`src/pkg/asf_defs.svh`:
```
// named offsets, field positions, reset values and codes of the axis status block
// assumes inclusion by bare name from the design files
`ifndef ASF_DEFS_SVH
`define ASF_DEFS_SVH
// ****************************************************************
// register offsets
// ****************************************************************
`define ASF_OFS_STATUS     8'h00
`define ASF_OFS_ERRCAUSE   8'h04
`define ASF_OFS_CONFIG     8'h08
`define ASF_OFS_IRQSTAT    8'h0C
`define ASF_OFS_IRQMASK    8'h10
`define ASF_OFS_CMP3DATA   8'h14
`define ASF_OFS_MOTIONDATA 8'h18
// ****************************************************************
// field positions
// ****************************************************************
`define ASF_ST_CLEAR       17
`define ASF_ST_LATCH       18
`define ASF_ST_POSDONE     19
`define ASF_ST_CMP_LO      20
`define ASF_ST_PULSE       23
`define ASF_ST_PHASE_LO    24
`define ASF_ST_CMP3OCC_LO  28
`define ASF_ST_MOTIONOCC_LO 30
`define ASF_CFG_RCD        0
`define ASF_IRQ_ERR        0
`define ASF_IRQ_REFUSE     1
// ****************************************************************
// masks, reset values, codes
// ****************************************************************
`define ASF_ERR_VALID      32'h007F_F7FF
`define ASF_WORD_ZERO      32'h0000_0000
`define ASF_WORD_ONES      32'hFFFF_FFFF
`define ASF_CFG_RESET      1'h0
`define ASF_IRQ_RESET      2'h0
`define ASF_RESP_OKAY      2'h0
`define ASF_RESP_SLVERR    2'h2
`define ASF_CNT_EMPTY      2'h0
`define ASF_CNT_ONE        2'h1
`define ASF_CNT_FULL       2'h2
`define ASF_OCC_NONE       2'h0
`define ASF_OCC_ONE        2'h1
`define ASF_OCC_BOTH       2'h2
`define ASF_PIN_RESET      7'h00
`endif

```
`src/pkg/asf_pkg.sv`:
```
// types shared by the axis status block
// assumes the constants header is included by its users
package asf_pkg;
  typedef logic [31:0] asf_word_t;
  typedef logic [1:0]  asf_occ_t;
  typedef logic [1:0]  asf_cnt_t;
endpackage : asf_pkg

```
`src/design/asf_axis_status.sv`:
```
// axis status word, error cause flags, preload pairs and interrupt behind AXI4-Lite
// assumes one clock mclk, synchronous reset srst, input polarity already resolved
//
// Behaviour
// - status bits 17-19 show clear, latch and positioning-done inputs while active
// - status bits 20-22 show comparators one to three met
// - status bit 23 shows the pulse output active
// - status bits 24-27 show phase lines one to four at high level
// - bits 29:28 give comparator three pair occupancy as 00, 01, 1X
// - bits 31:30 give operation pair occupancy with the same encoding
// - a pair holding two entries refuses any further write
// - an error event sets its cause bit, held until cleared
// - with read-clear-disable low, a cause register read clears every bit
// - a cause register write clears only the bits written as one
// - with read-clear-disable high reads keep flags; writing back clears them
// - retried reads see cleared contents; hosts should set read-clear-disable
// - cause bits 0-10 stop causes, bit 11 zero, bits 12-15 errors
// - cause bits 16-22 errors; bits 23-31 read zero, writes ignored
// - the status word is read only; writes change nothing
// - cause bits 0-10 ordered comparators, limits, alarm, stops, overflow, watchdog
`timescale 1ns/1ps
`include "asf_defs.svh"
module asf_axis_status (
  input  wire logic        mclk,
  input  wire logic        srst,
  input  wire logic [7:0]  s_axi_awaddr,
  input  wire logic        s_axi_awvalid,
  output logic             s_axi_awready,
  input  wire logic [31:0] s_axi_wdata,
  input  wire logic [3:0]  s_axi_wstrb,
  input  wire logic        s_axi_wvalid,
  output logic             s_axi_wready,
  output logic [1:0]       s_axi_bresp,
  output logic             s_axi_bvalid,
  input  wire logic        s_axi_bready,
  input  wire logic [7:0]  s_axi_araddr,
  input  wire logic        s_axi_arvalid,
  output logic             s_axi_arready,
  output logic [31:0]      s_axi_rdata,
  output logic [1:0]       s_axi_rresp,
  output logic             s_axi_rvalid,
  input  wire logic        s_axi_rready,
  input  wire logic        clearInput,
  input  wire logic        latchInput,
  input  wire logic        positionDoneInput,
  input  wire logic [3:0]  phaseLine,
  input  wire logic [2:0]  comparatorMet,
  input  wire logic        pulseOutputActive,
  input  wire logic [22:0] errorEvent,
  input  wire logic        cmp3Consume,
  input  wire logic        motionConsume,
  output logic [31:0]      cmp3Value,
  output logic [31:0]      motionValue,
  output logic             irq
);

  // ****************************************************************
  // helpers
  // ****************************************************************
  function automatic asf_pkg::asf_word_t strbMask(input logic [3:0] strb);
    asf_pkg::asf_word_t m;
    m = `ASF_WORD_ZERO;
    for (int b = 0; b < 4; b++) begin
      m[b*8 +: 8] = {8{strb[b]}};
    end
    return m;
  endfunction : strbMask

  function automatic asf_pkg::asf_occ_t occCode(input asf_pkg::asf_cnt_t cnt);
    asf_pkg::asf_occ_t o;
    o = `ASF_OCC_NONE;
    case (cnt)
      `ASF_CNT_EMPTY: o = `ASF_OCC_NONE;
      `ASF_CNT_ONE:   o = `ASF_OCC_ONE;
      default:        o = `ASF_OCC_BOTH;
    endcase
    return o;
  endfunction : occCode

  // ****************************************************************
  // pin synchronisers
  // ****************************************************************
  logic [6:0] pinRaw;
  logic [6:0] pinS1_reg;
  logic [6:0] pinS2_reg;
  logic [6:0] pinS3_reg;
  logic [6:0] pinStable_reg;

  assign pinRaw = {phaseLine, positionDoneInput, latchInput, clearInput};

  // a change counts only once the last two stages agree, filtering one-cycle glitches
  always_ff @(posedge mclk) begin
    if (srst) begin
      pinS1_reg     <= `ASF_PIN_RESET;
      pinS2_reg     <= `ASF_PIN_RESET;
      pinS3_reg     <= `ASF_PIN_RESET;
      pinStable_reg <= `ASF_PIN_RESET;
    end else begin
      pinS1_reg     <= pinRaw;
      pinS2_reg     <= pinS1_reg;
      pinS3_reg     <= pinS2_reg;
      pinStable_reg <= (pinS2_reg & pinS3_reg) |
                       (pinStable_reg & (pinS2_reg | pinS3_reg));
    end
  end

  // ****************************************************************
  // AXI4-Lite write channels
  // ****************************************************************
  logic        awHeld_reg;
  logic [7:0]  awAddr_reg;
  logic        wHeld_reg;
  logic [31:0] wData_reg;
  logic [3:0]  wStrb_reg;
  logic        doWrite;

  assign doWrite = awHeld_reg && wHeld_reg && !s_axi_bvalid;

  always_ff @(posedge mclk) begin
    if (srst) begin
      s_axi_awready <= 1'b0;
      awHeld_reg    <= 1'b0;
      awAddr_reg    <= 8'h00;
    end else if (s_axi_awvalid && s_axi_awready) begin
      s_axi_awready <= 1'b0;
      awHeld_reg    <= 1'b1;
      awAddr_reg    <= s_axi_awaddr;
    end else if (doWrite) begin
      awHeld_reg    <= 1'b0;
    end else if (!awHeld_reg && !s_axi_bvalid) begin
      s_axi_awready <= 1'b1;
    end
  end

  always_ff @(posedge mclk) begin
    if (srst) begin
      s_axi_wready <= 1'b0;
      wHeld_reg    <= 1'b0;
      wData_reg    <= `ASF_WORD_ZERO;
      wStrb_reg    <= 4'h0;
    end else if (s_axi_wvalid && s_axi_wready) begin
      s_axi_wready <= 1'b0;
      wHeld_reg    <= 1'b1;
      wData_reg    <= s_axi_wdata;
      wStrb_reg    <= s_axi_wstrb;
    end else if (doWrite) begin
      wHeld_reg    <= 1'b0;
    end else if (!wHeld_reg && !s_axi_bvalid) begin
      s_axi_wready <= 1'b1;
    end
  end

  // ****************************************************************
  // write decode
  // ****************************************************************
  asf_pkg::asf_cnt_t pairCount_reg [2];
  asf_pkg::asf_word_t pairMain_reg [2];
  asf_pkg::asf_word_t pairPre_reg [2];
  logic [1:0]  pairHit;
  logic [1:0]  pairWrite;
  logic [1:0]  pairConsume;
  logic        writeRefused;
  logic        writeMapped;
  asf_pkg::asf_word_t wMask;

  assign wMask       = strbMask(wStrb_reg);
  assign pairConsume = {motionConsume, cmp3Consume};
  assign pairHit[0]  = doWrite && (awAddr_reg == `ASF_OFS_CMP3DATA);
  assign pairHit[1]  = doWrite && (awAddr_reg == `ASF_OFS_MOTIONDATA);
  assign pairWrite[0] = pairHit[0] && (pairCount_reg[0] != `ASF_CNT_FULL);
  assign pairWrite[1] = pairHit[1] && (pairCount_reg[1] != `ASF_CNT_FULL);
  assign writeRefused = (pairHit[0] && !pairWrite[0]) || (pairHit[1] && !pairWrite[1]);
  // the status word accepts writes silently and keeps no state of them
  assign writeMapped = (awAddr_reg == `ASF_OFS_STATUS) ||
                       (awAddr_reg == `ASF_OFS_ERRCAUSE) ||
                       (awAddr_reg == `ASF_OFS_CONFIG) ||
                       (awAddr_reg == `ASF_OFS_IRQSTAT) ||
                       (awAddr_reg == `ASF_OFS_IRQMASK) ||
                       (awAddr_reg == `ASF_OFS_CMP3DATA) ||
                       (awAddr_reg == `ASF_OFS_MOTIONDATA);

  always_ff @(posedge mclk) begin
    if (srst) begin
      s_axi_bvalid <= 1'b0;
      s_axi_bresp  <= `ASF_RESP_OKAY;
    end else if (doWrite) begin
      s_axi_bvalid <= 1'b1;
      s_axi_bresp  <= (writeMapped && !writeRefused) ? `ASF_RESP_OKAY : `ASF_RESP_SLVERR;
    end else if (s_axi_bready) begin
      s_axi_bvalid <= 1'b0;
    end
  end

  // ****************************************************************
  // preload pairs: index 0 comparator three, index 1 operation
  // ****************************************************************
  // a consume and a write in one cycle leave one entry: the new word moves straight in
  always_ff @(posedge mclk) begin
    for (int p = 0; p < 2; p++) begin
      if (srst) begin
        pairCount_reg[p] <= `ASF_CNT_EMPTY;
        pairMain_reg[p]  <= `ASF_WORD_ZERO;
        pairPre_reg[p]   <= `ASF_WORD_ZERO;
      end else begin
        case (pairCount_reg[p])
          `ASF_CNT_EMPTY: begin
            if (pairWrite[p]) begin
              pairMain_reg[p]  <= wData_reg;
              pairCount_reg[p] <= `ASF_CNT_ONE;
            end
          end
          `ASF_CNT_ONE: begin
            if (pairWrite[p] && pairConsume[p]) begin
              pairMain_reg[p]  <= wData_reg;
            end else if (pairConsume[p]) begin
              pairCount_reg[p] <= `ASF_CNT_EMPTY;
            end else if (pairWrite[p]) begin
              pairPre_reg[p]   <= wData_reg;
              pairCount_reg[p] <= `ASF_CNT_FULL;
            end
          end
          default: begin
            if (pairConsume[p]) begin
              pairMain_reg[p]  <= pairPre_reg[p];
              pairCount_reg[p] <= `ASF_CNT_ONE;
            end
          end
        endcase
      end
    end
  end

  assign cmp3Value   = pairMain_reg[0];
  assign motionValue = pairMain_reg[1];

  // ****************************************************************
  // configuration and interrupt mask
  // ****************************************************************
  logic       readClearDisable_reg;
  logic [1:0] irqMask_reg;

  always_ff @(posedge mclk) begin
    if (srst) begin
      readClearDisable_reg <= `ASF_CFG_RESET;
    end else if (doWrite && (awAddr_reg == `ASF_OFS_CONFIG) && wStrb_reg[0]) begin
      readClearDisable_reg <= wData_reg[`ASF_CFG_RCD];
    end
  end

  always_ff @(posedge mclk) begin
    if (srst) begin
      irqMask_reg <= `ASF_IRQ_RESET;
    end else if (doWrite && (awAddr_reg == `ASF_OFS_IRQMASK) && wStrb_reg[0]) begin
      irqMask_reg <= wData_reg[1:0];
    end
  end

  // ****************************************************************
  // error cause flags
  // ****************************************************************
  asf_pkg::asf_word_t errCause_reg;
  asf_pkg::asf_word_t errSet;
  asf_pkg::asf_word_t errClr;
  logic        arTaken;
  logic        readClear;
  logic        writeErr;

  assign arTaken   = s_axi_arvalid && s_axi_arready;
  // the clear lands on the read's own edge, so a retried read already sees zero
  assign readClear = arTaken && (s_axi_araddr == `ASF_OFS_ERRCAUSE) &&
                     !readClearDisable_reg;
  assign writeErr  = doWrite && (awAddr_reg == `ASF_OFS_ERRCAUSE);
  // bit order of errorEvent follows the cause register layout
  assign errSet    = {9'h000, errorEvent} & `ASF_ERR_VALID;
  assign errClr    = (readClear ? `ASF_WORD_ONES : `ASF_WORD_ZERO) |
                     (writeErr ? (wData_reg & wMask) : `ASF_WORD_ZERO);

  always_ff @(posedge mclk) begin
    if (srst) begin
      errCause_reg <= `ASF_WORD_ZERO;
    end else begin
      errCause_reg <= (errCause_reg & ~errClr) | errSet;
    end
  end

  // ****************************************************************
  // interrupt status and output
  // ****************************************************************
  logic [1:0] irqStatus_reg;
  logic [1:0] irqSet;
  logic [1:0] irqClr;

  assign irqSet[`ASF_IRQ_ERR]    = |errSet;
  assign irqSet[`ASF_IRQ_REFUSE] = writeRefused;
  assign irqClr = (doWrite && (awAddr_reg == `ASF_OFS_IRQSTAT) && wStrb_reg[0]) ?
                  wData_reg[1:0] : 2'h0;

  always_ff @(posedge mclk) begin
    if (srst) begin
      irqStatus_reg <= `ASF_IRQ_RESET;
    end else begin
      irqStatus_reg <= (irqStatus_reg & ~irqClr) | irqSet;
    end
  end

  always_ff @(posedge mclk) begin
    if (srst) begin
      irq <= 1'b0;
    end else begin
      irq <= |((irqStatus_reg & ~irqClr | irqSet) & irqMask_reg);
    end
  end

  // ****************************************************************
  // status word and read channel
  // ****************************************************************
  asf_pkg::asf_word_t statusWord;
  asf_pkg::asf_word_t readValue;
  logic        readMapped;

  // lower status bits belong to other logic and read zero here
  always_comb begin
    statusWord = `ASF_WORD_ZERO;
    statusWord[`ASF_ST_CLEAR]   = pinStable_reg[0];
    statusWord[`ASF_ST_LATCH]   = pinStable_reg[1];
    statusWord[`ASF_ST_POSDONE] = pinStable_reg[2];
    statusWord[`ASF_ST_CMP_LO +: 3]   = comparatorMet;
    statusWord[`ASF_ST_PULSE]         = pulseOutputActive;
    statusWord[`ASF_ST_PHASE_LO +: 4] = pinStable_reg[6:3];
    statusWord[`ASF_ST_CMP3OCC_LO +: 2]   = occCode(pairCount_reg[0]);
    statusWord[`ASF_ST_MOTIONOCC_LO +: 2] = occCode(pairCount_reg[1]);
  end

  always_comb begin
    readValue  = `ASF_WORD_ZERO;
    readMapped = 1'b1;
    case (s_axi_araddr)
      `ASF_OFS_STATUS:     readValue = statusWord;
      `ASF_OFS_ERRCAUSE:   readValue = errCause_reg;
      `ASF_OFS_CONFIG:     readValue = {31'h0000_0000, readClearDisable_reg};
      `ASF_OFS_IRQSTAT:    readValue = {30'h0000_0000, irqStatus_reg};
      `ASF_OFS_IRQMASK:    readValue = {30'h0000_0000, irqMask_reg};
      `ASF_OFS_CMP3DATA:   readValue = pairMain_reg[0];
      `ASF_OFS_MOTIONDATA: readValue = pairMain_reg[1];
      default:             readMapped = 1'b0;
    endcase
  end

  always_ff @(posedge mclk) begin
    if (srst) begin
      s_axi_arready <= 1'b0;
      s_axi_rvalid  <= 1'b0;
      s_axi_rdata   <= `ASF_WORD_ZERO;
      s_axi_rresp   <= `ASF_RESP_OKAY;
    end else if (arTaken) begin
      s_axi_arready <= 1'b0;
      s_axi_rvalid  <= 1'b1;
      s_axi_rdata   <= readValue;
      s_axi_rresp   <= readMapped ? `ASF_RESP_OKAY : `ASF_RESP_SLVERR;
    end else if (s_axi_rvalid && s_axi_rready) begin
      s_axi_rvalid  <= 1'b0;
    end else if (!s_axi_rvalid) begin
      s_axi_arready <= 1'b1;
    end
  end
endmodule : asf_axis_status

```
`config.mk`:
```
export PLATFORM = sky130hd
export DESIGN_NAME = asf_axis_status
export DESIGN_NICKNAME = d
export VERILOG_FILES = /design/src/pkg/asf_pkg.sv /design/src/design/asf_axis_status.sv
export VERILOG_INCLUDE_DIRS = /design/src /design/src/pkg
export SDC_FILE = /design/constraint.sdc
export NUM_CORES = 1
export LEC_CHECK = 0
export ABC_AREA = 1
export BUFFER_PORTS_ARGS = -buffer_cell sky130_fd_sc_hd__buf_2
export CELL_PAD_IN_SITES_DETAIL_PLACEMENT = 1
export CELL_PAD_IN_SITES_GLOBAL_PLACEMENT = 1
export CORE_MARGIN = 4
export CORE_UTILIZATION = 42
export CTS_BUF_LIST = sky130_fd_sc_hd__clkbuf_2
export DETAILED_ROUTE_END_ITERATION = 8
export PLACE_DENSITY = 0.83
export SETUP_SLACK_MARGIN = 0.05
export SLEW_MARGIN = 20
export SYNTH_ARGS = -nofsm -noshare
export SYNTH_HDL_FRONTEND = slang
export SYNTH_SLANG_ARGS = --single-unit
```
`constraint.sdc`:
```
create_clock -name mclk -period 4.8 [get_ports mclk]
set_input_delay 0.96 -clock mclk [delete_from_list [all_inputs] [get_ports mclk]]
set_output_delay 0.96 -clock mclk [all_outputs]
set_load 0.02 [all_outputs]
```
==> out/metrics.cfg <==
[setup_path]
crit_path_max_incr_delay_ns=0.46
crit_type=flop to primary output
critPathMaxFanout=2
startpoint_type=flop
worstPathBufferInverterCount=1
crit_slowest_cell=edfxtp_1
critPathTopFamily=flip-flops
cp.arrival_ns=1.51
required_ns=3.84
path_cells=buf_2
crit_path_end_kind=primary output

[floorplan]
die-area_mm2=0.0312
coreArea_mm2=0.0279
rows=61
initial_core_util_pct=42.8
die_h_um=177
dieWidth_um=177
io_pins=201

[clock_network]
cts_sinks=283
cts_buffers=75
postCtsSetupBuffers=0
cts_root_buf=clkbuf_2
cts_hold_buf=0
cts_buffer_depth=3
worstSkewPairLatency_ns=0.86
cts_max_level=3
cts.repair.resized=0
cts_tree=built
clkTransAtPathRegs_ns=0.11

[sta]
worst_pin_slew_ns=0.894
relSlewSlack_pct=40.2
layout_min_cycle_time_ns=2.47
finalCritPeriodShare_pct=51.4
fin_setup_tns_ns=0
holdWs_ns=0.303
rsz0062_at_grt=false
max_clock_freq_mhz=405
skew_ns=0.0939
hold_violations=0
final_max_slew_viol_count=0
setup-violations-final=0

[power_and_ir_drop]
seqPwrFrac_pct=56.4
power_w=0.00476
p_sw_share_pct=28.3
clock_power_share_pct=35.2
intPower_w=0.00341
static-leakage-power_nw=6.20
p_sw_w=0.00135
ir_worst_vdd_uv=118
power_density_mw_per_mm2=342
power_frac_comb_pct=8.4

[route]
finalWirelength_mm=38.3
via_per_inst=5.07
vias=10590
drtIter0Drc=663
routedWlPerCell_um=18.3
dr.pass1.iters=5
ant_nets=0
drc=0

[yosys]
avgSynthCellArea_um2=8.35
ys_ff_latch=283
netlist.area_leader.share_pct=33.2
synth.top_cells.by_area=edfxtp_1 33%, dfxtp_1 25%, nand2_1 12%
yosysWarnings=0
ys_types=32
yosys.area.top_type=edfxtp_1
yosysSeqAreaShare_pct=58.5
syn-instance-count=1431
syn_area_mm2=0.0119

[place]
hpwl_mm=26.4
gp_congestion=0.852
port_buffers=197

[global_route]
grt-ovfl-total=0
grt_pass1_wl_mm=60.2
grt_pass1_vias=11248
grt_usage_pct=24.6
antenna_found_initial=1
grt_max_degree=74

[cells_and_area]
area_growth_pct=16.4
final_common_cell=nand2_1
final_util_pct=49.8
fin_nets=1748
fill_cells=3559
layout_common_cells=369 x nand2_1, 201 x nor2_1, 196 x buf_2
layout-drive-gt1-share_pct=21.9

[outcome]
status=finished clean

[hold_path]
worstHoldPathType=input pin to flop

[job]
drv_cap=0

logic make-up (layout without fill, tap and decap cells):
kind of cell	after synthesis	count (layout)	share of synthesized area (%)
and+or+nand+nor	689	689	23.5
AOI/OAI and AO/OA	225	225	9.81
buffers and inverters	233	512	8.13
DFF	283	283	58.5
other	1	3	0.0314
final cells by class:
cell class | instances | area [um2] | share of cell area, %
tap | 378 | 473 | 3.40
multi-input combinational | 916 | 4030 | 29.0
clock inverter | 9 | 35.0 | 0.252
inverter | 159 | 597 | 4.29
antenna | 1 | 2.50 | 0.0180
timing repair buffer | 218 | 1150 | 8.24
clock buffer | 126 | 631 | 4.54
sequential | 283 | 6990 | 50.2
stage by stage:
stage	setup slack, ns	cells	instance area, um2
detailed placement	1.57	1954	13200
floorplan	0.811	1432	11900
global route	2.20	2090	13900
CTS	2.28	2089	13900
global placement	1.65	1954	13200
finish	2.33	2090	13900
worst paths after layout:
path,start,end,slack [ns],cells past startpoint
max,pairMain_reg[0][19],cmp3Value[19],2.33,1
min,s_axi_wvalid,s_axi_wready,0.30,2
max reg2reg,awAddr_reg[7],pairPre_reg[1][16],2.36,6
min reg2reg,pinS2_reg[2],pinS3_reg[2],0.39,2
layer usage:
metal,GRT usage [%],wire length (um),vias to the layer above
met2,40.6,18300,356
li1,-,-,5083
met1,32.7,16700,5088
met5,0,0,-
met3,4.27,2360,63
met4,8.93,931,0
power groups by stage:
stage	registers [W]	logic, W	clock network [W]
finish	0.00268	0.000400	0.00167
CTS	0.00268	0.000402	0.00172
global route	0.00269	0.000445	0.00185
floorplan	0.00275	0.000205	0
detailed placement	0.00274	0.000399	0
global placement	0.00273	0.000385	0
Yosys cell counts, drive strengths merged:
library cell and n:
nor2 209, clkbuf 31, nand2 371, o21bai 2
o21ai 108, nand4 19, buf 42, edfxtp 132
o311ai 1, nand3 81, o31ai 1, a21oi 111
nor3 8, dlymetal6s2s 1, a311oi 1, dfxtp 151
a211oi 1, conb 1, inv 159, nor4 1
Power figures use the tool's default switching activity.
